--- src/core/tis_cfg.svh ---
// constants for the translation-cache invalidate and sync registers
// Functional notes
// RQ1: wide format: bits 43:0 give address 55:12
// RQ2: 64KB granule ignores address bits 15:12
// RQ3: 16KB granule ignores address bits 13:12
// RQ4: extend from bit 55 only, no other
// RQ5: narrow all-identifier: address 31:12, 11:0 reserved
// RQ6: last-level all-identifier hits any identifier, globals too
// RQ7: last-level only; non-secure non-hypervisor checks machine id
// RQ8: hypervisor or monitor bank: last-level all-identifier undefined
// RQ9: own security state; secure banks skip machine id
// RQ10: over-invalidation of any unlocked entries allowed
// RQ11: wide format 32-bit writes: upper ignored, lower zero-extended
// RQ12: narrow format ignores upper 32 bits
// RQ13: command registers write-only, read zero
// RQ14: last-level by-identifier matches address and identifier
// RQ15: hypervisor bank ignores machine and space identifiers
// RQ16: software keeps identifier upper byte zero when narrow
// RQ17: software writes identifier zero in hypervisor/monitor banks
// RQ18: narrow by-identifier: address 31:12, identifier 7:0
// RQ19: sync status read-only, resets zero, writes ignored
// RQ20: status bit 0 set while pre-sync invalidations pending
// RQ21: sync waits for all earlier accepted invalidations
// RQ22: sync command write-only, reads zero
// RQ23: status set at once on sync acceptance
// RQ24: software syncs then polls status before relying
`ifndef TIS_CFG_SVH
`define TIS_CFG_SVH

`define TIS_AW 12
`define TIS_OFF_CTRL 12'h000
`define TIS_OFF_STATUS 12'h004
`define TIS_OFF_SYNC 12'h008
`define TIS_OFF_VAA_LO 12'h010
`define TIS_OFF_VAA_HI 12'h014
`define TIS_OFF_VAAL_LO 12'h018
`define TIS_OFF_VAAL_HI 12'h01C
`define TIS_OFF_VAL_LO 12'h020
`define TIS_OFF_VAL_HI 12'h024

`define TIS_CTRL_RST 32'h0000_0000
`define TIS_CTRL_MASK 32'hFFFF_007F
`define TIS_CTRL_WIDE 0
`define TIS_CTRL_HYP 1
`define TIS_CTRL_MON 2
`define TIS_CTRL_WID 3
`define TIS_CTRL_SEC 4
`define TIS_CTRL_GRAN_LO 5
`define TIS_CTRL_GRAN_HI 6
`define TIS_CTRL_VMID_LO 16
`define TIS_CTRL_VMID_HI 31

`define TIS_GRAN_16K 2'h1
`define TIS_GRAN_64K 2'h2

`define TIS_W_ADDR_HI 43
`define TIS_W_ASID_LO 48
`define TIS_W_ASID_HI 63
`define TIS_N_VA_LO 12
`define TIS_N_VA_HI 31
`define TIS_N_ASID_HI 7
`define TIS_SYNC_BIT 0
`define TIS_CNT_W 8

`endif

--- src/core/tis_pkg.sv ---
// types shared by the invalidate and sync register block
package tis_pkg;

    typedef enum logic [2:0] {
        TIS_CMD_VAA = 3'b001,
        TIS_CMD_VAAL = 3'b010,
        TIS_CMD_VAL = 3'b100
    } tis_cmd_t;

    typedef enum logic [1:0] {
        TIS_ST_IDLE = 2'b01,
        TIS_ST_RESP = 2'b10
    } tis_apb_st_t;

    typedef struct packed {
        tis_cmd_t cmd;
        logic [63:0] va;
        logic [15:0] asid;
        logic [15:0] vmid;
        logic [1:0] granule;
        logic check_asid;
        logic check_vmid;
        logic last_level;
        logic secure;
        logic hyp;
    } tis_inv_req_t;

endpackage : tis_pkg

--- src/core/tis_regs.sv ---
// apb register block for address invalidation commands and sync
`timescale 1ns/10ps
`default_nettype none
`include "tis_cfg.svh"
module tis_regs (
    input wire logic MCLK,
    input wire logic RST_N,
    input wire logic CE,
    input wire logic PSEL,
    input wire logic PENABLE,
    input wire logic PWRITE,
    input wire logic [`TIS_AW-1:0] PADDR,
    input wire logic [31:0] PWDATA,
    output logic [31:0] PRDATA,
    output logic PREADY,
    output logic PSLVERR,
    output logic INV_VALID,
    output tis_pkg::tis_inv_req_t INV_REQ,
    input wire logic INV_READY,
    input wire logic INV_DONE,
    output logic SYNC_ACTIVE
);

    // =========================================
    // state
    tis_pkg::tis_apb_st_t st_q;
    tis_pkg::tis_apb_st_t st_d;
    logic [31:0] prdata_q;
    logic [31:0] prdata_d;
    logic pready_q;
    logic pready_d;
    logic pslverr_q;
    logic pslverr_d;
    logic [31:0] ctrl_q;
    logic [31:0] ctrl_d;
    logic [31:0] hi_q;
    logic [31:0] hi_d;
    logic [2:0] hi_own_q;
    logic [2:0] hi_own_d;
    logic inv_valid_q;
    logic inv_valid_d;
    tis_pkg::tis_inv_req_t inv_req_q;
    tis_pkg::tis_inv_req_t inv_req_d;

    // =========================================
    // decode
    logic access;
    logic commit;
    logic sel_ctrl;
    logic sel_stat;
    logic sel_sync;
    logic [2:0] sel_lo;
    logic [2:0] sel_hi;
    logic mapped;
    logic is_issue;
    logic sync_pulse;
    logic issue_pulse;
    logic wide;
    logic sync_act;

    assign access = PSEL && PENABLE;
    assign commit = access && pready_q && (st_q == tis_pkg::TIS_ST_RESP);
    assign wide = ctrl_q[`TIS_CTRL_WIDE];

    always_comb begin
        sel_ctrl = 1'b0;
        sel_stat = 1'b0;
        sel_sync = 1'b0;
        sel_lo = 3'b000;
        sel_hi = 3'b000;
        if (PADDR == `TIS_OFF_CTRL) begin
            sel_ctrl = 1'b1;
        end else if (PADDR == `TIS_OFF_STATUS) begin
            sel_stat = 1'b1;
        end else if (PADDR == `TIS_OFF_SYNC) begin
            sel_sync = 1'b1;
        end else if (PADDR == `TIS_OFF_VAA_LO) begin
            sel_lo = 3'b001;
        end else if (PADDR == `TIS_OFF_VAA_HI) begin
            sel_hi = 3'b001;
        end else if (PADDR == `TIS_OFF_VAAL_LO) begin
            sel_lo = 3'b010;
        end else if (PADDR == `TIS_OFF_VAAL_HI) begin
            sel_hi = 3'b010;
        end else if (PADDR == `TIS_OFF_VAL_LO) begin
            sel_lo = 3'b100;
        end else if (PADDR == `TIS_OFF_VAL_HI) begin
            sel_hi = 3'b100;
        end
    end

    assign mapped = sel_ctrl || sel_stat || sel_sync || (sel_lo != 3'b000) || (sel_hi != 3'b000);
    // a low-word command write is the one that issues
    assign is_issue = PWRITE && (sel_lo != 3'b000);
    assign sync_pulse = commit && PWRITE && sel_sync && CE; // [RQ21]
    assign issue_pulse = commit && is_issue && CE;

    // =========================================
    // request building
    function automatic logic [63:0] tis_build_va(
        input logic w,
        input logic [63:0] d,
        input logic [1:0] gran
    );
        logic [63:0] va;
        va = 64'h0;
        if (w) begin
            // sign copy from bit 55 only, position setting unused
            va = {{8{d[`TIS_W_ADDR_HI]}}, d[`TIS_W_ADDR_HI:0], 12'h000}; // [RQ1] [RQ4]
        end else begin
            va = {32'h0, d[`TIS_N_VA_HI:`TIS_N_VA_LO], 12'h000}; // [RQ5] [RQ18]
        end
        if (gran == `TIS_GRAN_64K) begin
            va[15:12] = 4'h0; // [RQ2]
        end else if (gran == `TIS_GRAN_16K) begin
            va[13:12] = 2'h0; // [RQ3]
        end
        return va;
    endfunction : tis_build_va

    logic [63:0] cmd_data;
    logic use_hi;
    logic hyp;
    logic mon;
    logic sec;
    logic [15:0] asid_w;
    tis_pkg::tis_inv_req_t req_new;

    assign hyp = ctrl_q[`TIS_CTRL_HYP];
    assign mon = ctrl_q[`TIS_CTRL_MON];
    assign sec = ctrl_q[`TIS_CTRL_SEC];
    // upper half only counts when staged just before for the same register
    assign use_hi = wide && (hi_own_q == sel_lo);

    always_comb begin
        if (use_hi) begin
            cmd_data = {hi_q, PWDATA};
        end else begin
            cmd_data = {32'h0, PWDATA}; // [RQ11] [RQ12]
        end
    end

    always_comb begin
        asid_w = cmd_data[`TIS_W_ASID_HI:`TIS_W_ASID_LO];
        if (!ctrl_q[`TIS_CTRL_WID]) begin
            asid_w[15:8] = 8'h00;
        end
    end

    always_comb begin
        req_new = '0;
        req_new.va = tis_build_va(wide, cmd_data, ctrl_q[`TIS_CTRL_GRAN_HI:`TIS_CTRL_GRAN_LO]);
        req_new.granule = ctrl_q[`TIS_CTRL_GRAN_HI:`TIS_CTRL_GRAN_LO];
        req_new.vmid = ctrl_q[`TIS_CTRL_VMID_HI:`TIS_CTRL_VMID_LO];
        req_new.secure = sec; // [RQ9]
        req_new.hyp = hyp || mon;
        // secure and hypervisor banks skip the machine id
        req_new.check_vmid = !sec && !hyp && !mon; // [RQ7] [RQ9] [RQ15]
        req_new.cmd = tis_pkg::TIS_CMD_VAA;
        req_new.last_level = 1'b0;
        req_new.check_asid = 1'b0;
        req_new.asid = 16'h0000;
        if (sel_lo[1]) begin
            // any identifier, globals included, final-level only
            req_new.cmd = tis_pkg::TIS_CMD_VAAL; // [RQ6]
            req_new.last_level = 1'b1; // [RQ7]
            // hypervisor or monitor bank: still issued last-level, machine id skipped
            req_new.check_vmid = !sec && !hyp && !mon; // [RQ8] [RQ10]
        end else if (sel_lo[2]) begin
            req_new.cmd = tis_pkg::TIS_CMD_VAL;
            req_new.last_level = 1'b1; // [RQ14]
            req_new.check_asid = !hyp && !mon; // [RQ14] [RQ15]
            if (wide) begin
                req_new.asid = asid_w;
            end else begin
                req_new.asid = {8'h00, cmd_data[`TIS_N_ASID_HI:0]}; // [RQ18]
            end
        end
    end

    // =========================================
    // apb slave
    logic [31:0] rdata;

    always_comb begin
        rdata = 32'h0000_0000; // [RQ13] [RQ22]
        if (sel_ctrl) begin
            rdata = ctrl_q & `TIS_CTRL_MASK;
        end else if (sel_stat) begin
            rdata[`TIS_SYNC_BIT] = sync_act; // [RQ19] [RQ20]
        end
    end

    always_comb begin
        st_d = st_q;
        pready_d = 1'b0;
        pslverr_d = 1'b0;
        prdata_d = prdata_q;
        case (st_q)
            tis_pkg::TIS_ST_IDLE: begin
                // low-word command write waits while the slot is still full
                if (access && !(is_issue && inv_valid_q)) begin
                    st_d = tis_pkg::TIS_ST_RESP;
                    pready_d = 1'b1;
                    pslverr_d = !mapped;
                    prdata_d = PWRITE ? 32'h0000_0000 : rdata;
                end
            end
            tis_pkg::TIS_ST_RESP: begin
                if (commit) begin
                    st_d = tis_pkg::TIS_ST_IDLE;
                end else begin
                    pready_d = pready_q;
                    pslverr_d = pslverr_q;
                end
            end
            default: begin
                st_d = tis_pkg::TIS_ST_IDLE;
            end
        endcase
    end

    // =========================================
    // register writes
    always_comb begin
        ctrl_d = ctrl_q;
        hi_d = hi_q;
        hi_own_d = hi_own_q;
        if (commit) begin
            hi_own_d = 3'b000;
            if (PWRITE && sel_ctrl) begin
                ctrl_d = PWDATA & `TIS_CTRL_MASK;
            end else if (PWRITE && (sel_hi != 3'b000) && wide) begin
                hi_d = PWDATA;
                hi_own_d = sel_hi; // [RQ11]
            end
        end
    end

    // =========================================
    // invalidate slot
    always_comb begin
        inv_valid_d = inv_valid_q;
        inv_req_d = inv_req_q;
        if (inv_valid_q && INV_READY) begin
            inv_valid_d = 1'b0;
        end
        if (commit && is_issue) begin
            inv_valid_d = 1'b1;
            inv_req_d = req_new;
        end
    end

    // =========================================
    // flops
    always_ff @(posedge MCLK or negedge RST_N) begin
        if (!RST_N) begin
            st_q <= tis_pkg::TIS_ST_IDLE;
            prdata_q <= 32'h0000_0000;
            pready_q <= 1'b0;
            pslverr_q <= 1'b0;
            ctrl_q <= `TIS_CTRL_RST;
            hi_q <= 32'h0000_0000;
            hi_own_q <= 3'b000;
            inv_valid_q <= 1'b0;
            inv_req_q <= '0;
        end else if (CE) begin
            st_q <= st_d;
            prdata_q <= prdata_d;
            pready_q <= pready_d;
            pslverr_q <= pslverr_d;
            ctrl_q <= ctrl_d;
            hi_q <= hi_d;
            hi_own_q <= hi_own_d;
            inv_valid_q <= inv_valid_d;
            inv_req_q <= inv_req_d;
        end
    end

    // =========================================
    // sync tracking
    tis_sync_track u_track (
        .clk(MCLK),
        .rst_n(RST_N),
        .ce(CE),
        .issue(issue_pulse),
        .done(INV_DONE && CE),
        .sync(sync_pulse),
        .active(sync_act)
    );

    assign PRDATA = prdata_q;
    assign PREADY = pready_q;
    assign PSLVERR = pslverr_q;
    assign INV_VALID = inv_valid_q;
    assign INV_REQ = inv_req_q;
    assign SYNC_ACTIVE = sync_act;

endmodule : tis_regs
`default_nettype wire

--- src/core/tis_sync_track.sv ---
// outstanding-invalidation counter and sync-active tracking
`timescale 1ns/10ps
`default_nettype none
`include "tis_cfg.svh"
module tis_sync_track (
    input wire logic clk,
    input wire logic rst_n,
    input wire logic ce,
    input wire logic issue,
    input wire logic done,
    input wire logic sync,
    output logic active
);

    logic [`TIS_CNT_W-1:0] out_q;
    logic [`TIS_CNT_W-1:0] out_d;
    logic [`TIS_CNT_W-1:0] sync_q;
    logic [`TIS_CNT_W-1:0] sync_d;
    logic act_q;
    logic act_d;

    // =========================================
    // next state
    always_comb begin
        out_d = out_q;
        if (issue && !done) begin
            out_d = out_q + `TIS_CNT_W'(1);
        end else if (!issue && done && out_q != '0) begin
            out_d = out_q - `TIS_CNT_W'(1);
        end
        sync_d = sync_q;
        if (sync) begin
            sync_d = out_d; // [RQ21] [RQ23]
        end else if (done && sync_q != '0) begin
            sync_d = sync_q - `TIS_CNT_W'(1); // [RQ21]
        end
        act_d = (sync_d != '0); // [RQ20]
    end

    // =========================================
    // registers
    always_ff @(posedge clk or negedge rst_n) begin
        if (!rst_n) begin
            out_q <= '0;
            sync_q <= '0;
            act_q <= 1'b0; // [RQ19]
        end else if (ce) begin
            out_q <= out_d;
            sync_q <= sync_d;
            act_q <= act_d;
        end
    end

    assign active = act_q;

endmodule : tis_sync_track
`default_nettype wire

--- config.mk ---
export PLATFORM = sky130hd
export DESIGN_NAME = tis_regs
export DESIGN_NICKNAME = d
export VERILOG_FILES = /design/src/core/tis_pkg.sv /design/src/core/tis_regs.sv /design/src/core/tis_sync_track.sv
export VERILOG_INCLUDE_DIRS = /design/src /design/src/core
export SDC_FILE = /design/constraint.sdc
export NUM_CORES = 1
export LEC_CHECK = 0
export ABC_CLOCK_PERIOD_IN_PS = 3040
export BUFFER_PORTS_ARGS = -buffer_cell sky130_fd_sc_hd__buf_2
export CAP_MARGIN = 20
export CORE_ASPECT_RATIO = 1.75
export CORE_UTILIZATION = 25
export CTS_CLUSTER_SIZE = 20
export DETAILED_ROUTE_END_ITERATION = 12
export HOLD_SLACK_MARGIN = 0.15
export PLACE_DENSITY = 0.49
export SLEW_MARGIN = 20
export SYNTH_ARGS = -nofsm -noshare
export SYNTH_HDL_FRONTEND = slang
export SYNTH_SLANG_ARGS = --single-unit
--- constraint.sdc ---
create_clock -name MCLK -period 3.04 [get_ports MCLK]
set_input_delay 0.304 -clock MCLK [delete_from_list [all_inputs] [get_ports MCLK]]
set_output_delay 0.304 -clock MCLK [all_outputs]
set_load 0.01 [all_outputs]
==> qor.csv, run 1 <==
metric,value,unit
synth_area,8360,um2
final_max_slew_viol_count,0,
synth_xor_area_share,1.56,%
initial_utilization,25.4,%
io_buffers,172,
power.leakage,5.37,nW
synth.top_cell.area_share,55.1,%
numCtsBuffers,17,
end_kind,register,
setup_tns,0,ns
cpMostUsedCell,and3_1,
synthAdderAreaFrac,0.748,%
cts_resized,0,
netlist_instances,804,
syn_avg_cell_area,10.4,um2
status,"finished, final reports clean",
route.detailed.drc,0,
yosys_warnings,0,
die_y,244,um
synth_compound_area_share,9.50,%
crit_arrival,3.01,ns
cp.required,3.37,ns
gp_congestion,0.873,
synth_area_leaders,"dfrtp_1 55%, nand2_1 9.2%, mux2_2 7.0%, o21ai_0 3.2%, mux2i_1 2.6%",
cp_slowest_stage_delay,0.54,ns
dieArea,34200,um2
vdd_drop_max,0.393,mV
period_minus_slack,2.68,ns
synth.area.mux_share,9.64,%
clockBufferDepth,2,
yosys.area_share.simple,17.9,%
whs,0.169,ns
synth.ff_latch_count,185,
grt_overflow,0,
syn_to_final_growth,23.6,%
cts_root_buffer,clkbuf_16,
critical_path_class,primary input to register,
dp_hpwl,19200,um
num_rows,88,
grt_start_max_net_pins,110,
placed_area,9660,um2
period_share,88.2,%
yosysMostFrequentCell,nand2_1,
grt_pass1_vias,6416,
cts_tree,built,
antenna_left,0,
start_kind,primary input,
dr.first_iter.drc_count,295,
hold_viol,0,
drt-total-wl,26600,um
setup_viol,0,
skew,0.0115,ns
cap_violations,0,
antenna_found_initial,1,
yosysSeqAreaShare,55.4,%
ios,194,
slowest_stage,dlygate4sd3_1,
worstMarginPinSlew,0.811,ns
r2r_cells,7,
whs_path_depth,3,
drive_gt1_share,30.6,%
die_x,140,um
cp_max_fo,8,
dr.pass1.iters,4,
hp-class,primary input to register,
viasPerCell,4.56,
synth_common_cells,"205 x nand2_1, 184 x dfrtp_1, 53 x o21ai_0",
clkTransAtPathRegs,0.07,ns
clkLatencyLatePin,0.45,ns
core_area,32900,um2
detail_route.wl_per_cell,19.1,um
synth_cell_types,66,
fmax,373,MHz
synthArstFlopShare,100,%
relSlewSlack,45.7,%
final_nets,1033,
crit_chain,"dlygate4sd3_1, buf_2, or3_1, or3_2, a21oi_1, o32ai_1, and3_1, and3_1, a22o_1",
synth_top_area_cell,dfrtp_1,
antenna_cells,0,
cts_max_level,4,
cts_num_sinks,185,
vias,6358,
fillers,3441,
p_per_area,550,nW/um2
synth_edf_count,0,
grt_pass1_wl,40300,um
final_area,10300,um2
synth_top_family_by_area,simple AND/OR/NAND/NOR gates,
rsz0062_at_grt,false,
synthFlopType,dfrtp_1,
grt_usage,16.2,%
final cells by class:
class	instances	area [um2]	share of cell area [%]
Clock buffer	17	425	4.12
Inverter	10	37.5	0.363
Clock inverter	15	155	1.50
Timing Repair Buffer	205	1190	11.5
Sequential cell	185	4630	44.8
Tap cell	405	507	4.91
Multi-Input combinational cell	557	3380	32.8
layer usage:
layer  GRT usage, %  part of all wire, %  up-vias
met3           3.56                  3.7       32
met2           30.6                   55      163
met5              0                0.049        -
li1               -                    -     3061
met4           6.50                  2.6        2
met1           17.3                   38     3100
cells by family (layout without fill, tap and decap cells):
family | Yosys count | count (layout)
AO/OA/AOI/OAI | 125 | 125
multiplexers | 74 | 74
other | 1 | 21
XOR/XNOR | 14 | 14
flip-flops | 185 | 185
AND/OR/NAND/NOR | 318 | 318
adder cells (fa/ha/maj) | 5 | 5
buffers and inverters | 82 | 247
final timing paths:
check	slack, ns	from	end
min reg2reg	0.46	INV_REQ[84]	INV_REQ[84]
min	0.17	CE	st_q[0]
max reg2reg	0.37	u_track.out_q[4]	u_track.active
min in group asynchronous	0.42	RST_N	INV_REQ[29]
max in group asynchronous	1.87	RST_N	ctrl_q[17]
max	0.36	PADDR[3]	INV_REQ[34]
critical path: cells and delay by family:
kind | cells | cell delay (ns)
AOI/OAI and AO/OA | 3 | 0.51
buffers and inverters | 2 | 0.71
and+or+nand+nor | 4 | 1.50
per-stage QoR:
stage / utilization (%) / worst slack [ns] / power [mW] / instances
4_1_cts: 31.4 / 0.379 / 5.76 / 1394
3_5_place_dp: 29.3 / 0.266 / 3.47 / 1353
3_3_place_gp: 29.3 / 0.302 / 3.47 / 1353
2_1_floorplan: - / 0.440 / 3.19 / 824
6_report: 31.4 / 0.360 / 5.68 / 1394
5_1_grt: 31.4 / 0.120 / 5.97 / 1394
repair_timing:
action,4_1_cts,5_1_grt
hold buffers,9,0
hold endpoints to repair,70,0
buffers inserted,0,0
setup endpoints to repair,0,0
registers in the layout (all words and copies together), names as in the netlist:
register        flops
INV_REQ            86
hi_q               28
PRDATA             23
ctrl_q             23
u_track.out_q       8
u_track.sync_q      8
hi_own_q            3
st_q                2
INV_VALID           1
PREADY              1
PSLVERR             1
u_track.active      1
where the power goes:
group	total, mW	leakage, nW	switching, mW	internal (mW)
logic	0.722	2.55	0.433	0.289
registers	2.71	2.54	0.140	2.57
clock network	2.25	0.273	1.09	1.16
cells in the final DEF, fill, tap and decap left out, types with 11 or more instances in the layout:
cell / instances
a21oi_1: 19
buf_2: 171
buf_4: 20
clkbuf_16: 17
conb_1: 21
dfrtp_1: 183
mux2_2: 52
mux2i_1: 22
nand2_1: 204
nand3_1: 32
nor2_1: 19
nor2b_1: 11
o21ai_0: 53
(Power assumes the default switching activity.)
==> inputs of run 2 (changes only) <==
--- a/config.mk
+++ b/config.mk
@@ -6,7 +6,7 @@
 export SDC_FILE = /design/constraint.sdc
 export NUM_CORES = 1
 export LEC_CHECK = 0
-export ABC_CLOCK_PERIOD_IN_PS = 3040
+export ABC_CLOCK_PERIOD_IN_PS = 2300
 export BUFFER_PORTS_ARGS = -buffer_cell sky130_fd_sc_hd__buf_2
 export CAP_MARGIN = 20
 export CORE_ASPECT_RATIO = 1.75
@@ -14,7 +14,7 @@
 export CTS_CLUSTER_SIZE = 20
 export DETAILED_ROUTE_END_ITERATION = 12
 export HOLD_SLACK_MARGIN = 0.15
-export PLACE_DENSITY = 0.49
+export PLACE_DENSITY = 0.51
 export SLEW_MARGIN = 20
 export SYNTH_ARGS = -nofsm -noshare
 export SYNTH_HDL_FRONTEND = slang
==> constraint.sdc (replaced) <==
create_clock -name MCLK -period 2.3 [get_ports MCLK]
set_input_delay 0.23 -clock MCLK [delete_from_list [all_inputs] [get_ports MCLK]]
set_output_delay 0.23 -clock MCLK [all_outputs]
set_load 0.01 [all_outputs]
==> run 2 against run 1 <==
Worst hold slack got worse by 0.0089 ns; total power grew 43%; via count is 5.7% higher; worst setup slack lost 0.39 ns; register-to-register slack lost 0.40 ns; design area up 9.2%; clock-buffer cell count increased by 7; sequential power grew 29%; non-clock buffer count increased by 92; die area unchanged; flip-flop and latch count stayed put; the flow now finishes with violations (negative setup slack); clock power increased by 37%.
==> qor.csv, run 2 (synthesis gave the netlist of run 1 again) <==
metric,value,unit,change
grt_usage,16.2,%,-0.031 points
utilization,34.3,%,+2.9 points
vias,6723,,+5.7%
vdd_drop_max,0.550,mV,+40%
setup_viol,1,,+1
whs,0.160,ns,-0.00886 ns
p_per_area,721,nW/um2,+31%
cts_max_level,4,,unchanged
final_max_slew_viol_count,0,,unchanged
worstMarginPinSlew,0.775,ns,-0.0364 ns
grt_start_max_net_pins,72,,-35%
hold_viol,0,,unchanged
cap_violations,0,,unchanged
die_x,140,um,unchanged
viasPerCell,4.52,,-0.81%
mostFrequentLayoutCells,"204 x nand2_1, 183 x dfrtp_1, 171 x buf_2",,
rsz0062_at_grt,true,,
numCtsBuffers,17,,unchanged
dp_hpwl,19800,um,+3.0%
grt_pass1_vias,6813,,+6.2%
detail_route.wl_per_cell,18.1,um,-5.0%
route.detailed.drc,0,,unchanged
initial_utilization,25.4,%,unchanged
start_kind,register,,
final_nets,1125,,+8.9%
ios,194,,unchanged
fmax,430,MHz,
final-instance-count-excl-fill,1486,,+6.6%
syn_to_final_growth,34.9,%,
period_minus_slack,2.33,ns,
grt_overflow,0,,unchanged
period_share,101,%,
end_kind,register,,
status,"complete, but fails checks",,
clkLatencyLatePin,0.44,ns,about the same
relSlewSlack,48.3,%,+2.7 points
die_y,244,um,unchanged
cp.required,2.62,ns,-0.75 ns
cts_num_sinks,185,,unchanged
hp-class,primary input to register,,
failed_checks,negative setup slack,,
setup_tns,-0.0267,ns,-0.0267 ns
power,8.14,mW,+43%
core_area,32900,um2,unchanged
dp_cells,1419,,+4.9%
grt_pass1_wl,40700,um,+1.1%
cp_max_fo,4,,-4
io_buffers,172,,unchanged
dr.first_iter.drc_count,188,,-36%
largest_reg_flops,86,,unchanged
power.leakage,5.87,nW,+9.4%
dr.pass1.iters,6,,+2
clkTransAtPathRegs,0.07,ns,about the same
final_common_cell,nand2_1,,
cts_tree,built,,
placed_area,10200,um2,+5.5%
antenna_cells,0,,unchanged
skew,0.00848,ns,-0.00302 ns
drt-total-wl,27000,um,+1.2%
antenna_found_initial,1,,unchanged
finalWorstSetupSlack,-0.0267,ns,-0.387 ns
critical_path_class,register to register,,
clockBufferDepth,2,,unchanged
dieArea,34200,um2,unchanged
final_area,11300,um2,+9.2%
place_ws,-0.310,ns,-0.577 ns
cts_root_buffer,clkbuf_16,,
num_rows,88,,unchanged
crit_arrival,2.64,ns,-0.37 ns
antenna_left,0,,unchanged
gp_congestion,0.871,,-0.22%
drive_gt1_share,36.6,%,+6.0 points
[run 2: path summary, 6_finish.rpt]
check / start / to / slack, ns / depth (start not counted)
setup / recovery: st_q[0] / u_track.active / -0.03 / 9
hold / removal: PWDATA[2] / hi_q[2] / 0.16 / 2
setup reg to reg: st_q[0] / u_track.active / -0.03 / 9
hold reg to reg: INV_REQ[73] / INV_REQ[73] / 0.46 / 2
max in group asynchronous: RST_N / st_q[0] / 1.17 / 3
min in group asynchronous: RST_N / INV_REQ[25] / 0.36 / 2
[run 2: what timing repair did]
item / 4_1_cts / 5_1_grt
cloned: 0 / 0
endpoints found under the hold margin: 118 / 0
setup buffers: 2 / 4
endpoints found under the setup margin: 4 / 13
pin swaps: 9 / 7
hold buffers: 29 / 0
gates resized for setup: 10 / 18
[run 2: per-layer routing]
| metal | part of all wire, % | global-route usage [%] | vias up | routed length (um) |
|---|---|---|---|---|
| met1 | 38 | 17.1 | 3286 | 10300 |
| met4 | 2.3 | 5.98 | 2 | 612 |
| met3 | 3.6 | 3.07 | 29 | 984 |
| met2 | 56 | 31.3 | 161 | 15100 |
| li1 | - | - | 3245 | - |
| met5 | 0.063 | 0 | - | 17 |
[run 2: worst max-delay path: stages, from the launching register on]
cell and delay, ns:
dfstp_2 0.37, nand4b_1 0.21, buf_4 0.18, buf_6 0.11, or4b_4 0.53, mux2i_2 0.19, xnor2_1 0.14, o21ai_1 0.12
nor4_2 0.25, o211ai_1 0.10
[run 2: final cells by class]
| class | count | area, um2 |
|---|---|---|
| Clock buffer | 24 | 512 |
| Clock inverter | 8 | 109 |
| Fill cell | 3352 | 21600 |
| Inverter | 10 | 37.5 |
| Multi-Input combinational cell | 557 | 3520 |
| Sequential cell | 185 | 4630 |
| Tap cell | 405 | 507 |
| Timing Repair Buffer | 297 | 1960 |
[run 2: power by group]
group / internal, mW / switching [mW] / leakage [nW] / total, mW
clock network: 1.78 / 1.31 / 0.295 / 3.09
registers: 3.40 / 0.0908 / 2.54 / 3.49
logic: 0.720 / 0.835 / 3.04 / 1.55
total: 5.90 / 2.23 / 5.87 / 8.14
==> inputs of run 3 (changes only) <==
--- a/config.mk
+++ b/config.mk
@@ -15,6 +15,7 @@
 export DETAILED_ROUTE_END_ITERATION = 12
 export HOLD_SLACK_MARGIN = 0.15
 export PLACE_DENSITY = 0.51
+export SKIP_CTS_REPAIR_TIMING = 1
 export SLEW_MARGIN = 20
 export SYNTH_ARGS = -nofsm -noshare
 export SYNTH_HDL_FRONTEND = slang
==> run 3 against run 2 <==
The run still ends with negative setup slack left; combinational power barely moved; utilization fell by 0.20 points; via count about the same; clock skew increased by 0.0017 ns; fmax down 0.68%; critical path depth unchanged; design area shrank 0.58%; routed wire length down 0.87%; clock power about the same; register-to-register slack got worse by 0.02 ns; final cell count fell by 0.20%; critical path type unchanged; largest power group unchanged.
==> qor.csv, run 3 (synthesis gave the netlist of run 1 again) <==
metric,value,unit,change
status,"complete, but fails checks",,
failed_checks,negative setup slack,,
viasPerCell,4.54,,+0.29%
cts_num_sinks,185,,unchanged
clkLatencyLatePin,0.44,ns,about the same
whs_path_depth,3,,+1
dr.pass1.iters,4,,-2
p_per_area,723,nW/um2,+0.31%
period_share,102,%,+0.69 points
final_area,11200,um2,-0.58%
antenna_cells,0,,unchanged
power,8.11,mW,-0.27%
antenna_left,0,,unchanged
placed_area,10200,um2,unchanged
grt_overflow,0,,unchanged
die_x,140,um,unchanged
utilization,34.1,%,-0.20 points
grt_start_max_net_pins,72,,unchanged
skew,0.0102,ns,+0.00172 ns
syn_to_final_growth,34.2,%,
power.leakage,5.85,nW,-0.35%
cap_violations,0,,unchanged
cp.required,2.61,ns,about the same
hold_viol,0,,unchanged
num_rows,88,,unchanged
fmax,427,MHz,-0.68%
worstMarginPinSlew,0.771,ns,-0.00430 ns
cts_root_buffer,clkbuf_16,,
finalWorstSetupSlack,-0.0426,ns,-0.0160 ns
cts_max_level,4,,unchanged
detail_route.wl_per_cell,18.0,um,-0.67%
vdd_drop_max,0.544,mV,-1.1%
ios,194,,unchanged
die_y,244,um,unchanged
end_kind,register,,
clockBufferDepth,2,,unchanged
start_kind,register,,
core_area,32900,um2,unchanged
dp_hpwl,19800,um,unchanged
crit_arrival,2.66,ns,+0.02 ns
mostFrequentLayoutCells,"204 x nand2_1, 183 x dfrtp_1, 171 x buf_2",,
hp-class,primary input to register,,
route.detailed.drc,0,,unchanged
dieArea,34200,um2,unchanged
r2r_cells,9,,unchanged
final_nets,1122,,-0.27%
antenna_found_initial,0,,-1
grt_usage,16.0,%,-0.18 points
gp_congestion,0.871,,unchanged
final_max_slew_viol_count,0,,unchanged
setup_viol,1,,unchanged
whs,0.101,ns,-0.0591 ns
grt_pass1_wl,40200,um,-1.3%
place_ws,-0.310,ns,unchanged
rrSetupSlack,-0.04,ns,-0.02 ns
cp_max_fo,4,,unchanged
holdCritStartpoint,PWDATA[15],,
period_minus_slack,2.34,ns,+0.0160 ns
worst_r2r_endpoint,u_track.active,,
fillers,3364,,+0.36%
numCtsBuffers,17,,unchanged
drive_gt1_share,36.2,%,-0.45 points
multi_input_area,3490,um2,-1.0%
vias,6729,,+0.089%
min_to,INV_REQ[66],,
final_common_cell,nand2_1,,
cts_tree,built,,
initial_utilization,25.4,%,unchanged
critical_path_class,register to register,,
regArea,4630,um2,unchanged
rsz0062_at_grt,true,,
largest_reg_flops,86,,unchanged
relSlewSlack,48.6,%,+0.29 points
io_buffers,172,,unchanged
clkTransAtPathRegs,0.07,ns,about the same
grt_pass1_vias,6662,,-2.2%
r2r-start,st_q[0],,
drt-total-wl,26700,um,-0.87%
dr.first_iter.drc_count,204,,+8.5%
[run 3: how the worst max path moves through the flow]
stage,from,to,slack (ns),cells past startpoint
floorplan,PADDR[9],u_track.active,-0.19,8
global placement,PADDR[9],u_track.active,-0.26,9
detailed placement,PADDR[9],u_track.active,-0.31,9
CTS,u_track.out_q[3],u_track.active,-0.19,8
global route,PREADY,u_track.active,-0.15,9
finish,st_q[0],u_track.active,-0.04,9
[run 3: per-stage QoR]
| step | std cells | setup TNS [ns] |
|---|---|---|
| floorplan | 824 | -0.201 |
| global placement | 1419 | -12.71 |
| detailed placement | 1419 | -14.01 |
| CTS | 1451 | -0.253 |
| global route | 1483 | -0.320 |
| finish | 1483 | -0.0426 |
[run 3: critical path: stages (launching register included)]
cell and delay, ns:
dfstp_2 0.37, nand4b_1 0.21, buf_4 0.18, buf_6 0.11, or4b_4 0.52, mux2i_2 0.18, xnor2_1 0.14, o21ai_1 0.12
nor4_2 0.27, o211ai_1 0.10
[run 3: cell type report]
| cell class | count | share of cell area [%] |
|---|---|---|
| flip-flops and latches | 185 | 41.3 |
| multi-input cells | 557 | 31.1 |
| repair buffers | 294 | 17.2 |
| clock buffers | 24 | 4.56 |
| well taps | 405 | 4.52 |
| clock inverters | 8 | 0.971 |
| inverters | 10 | 0.335 |
[run 3: where the power goes]
part | internal [mW] | switching [mW] | total [mW]
combinational | 0.718 | 0.815 | 1.53
clock | 1.78 | 1.31 | 3.09
sequential | 3.40 | 0.0915 | 3.49
[run 3: layer usage]
metal  up-vias  wire length [um]  share of wire, %  global-route usage (%)
met5         -                 0                 0                       0
met4         0               602               2.3                    5.98
met3        29               959               3.6                    3.38
met2       180             14900                56                    30.6
met1      3278             10300                38                    16.9
li1       3242                 -                 -                       -
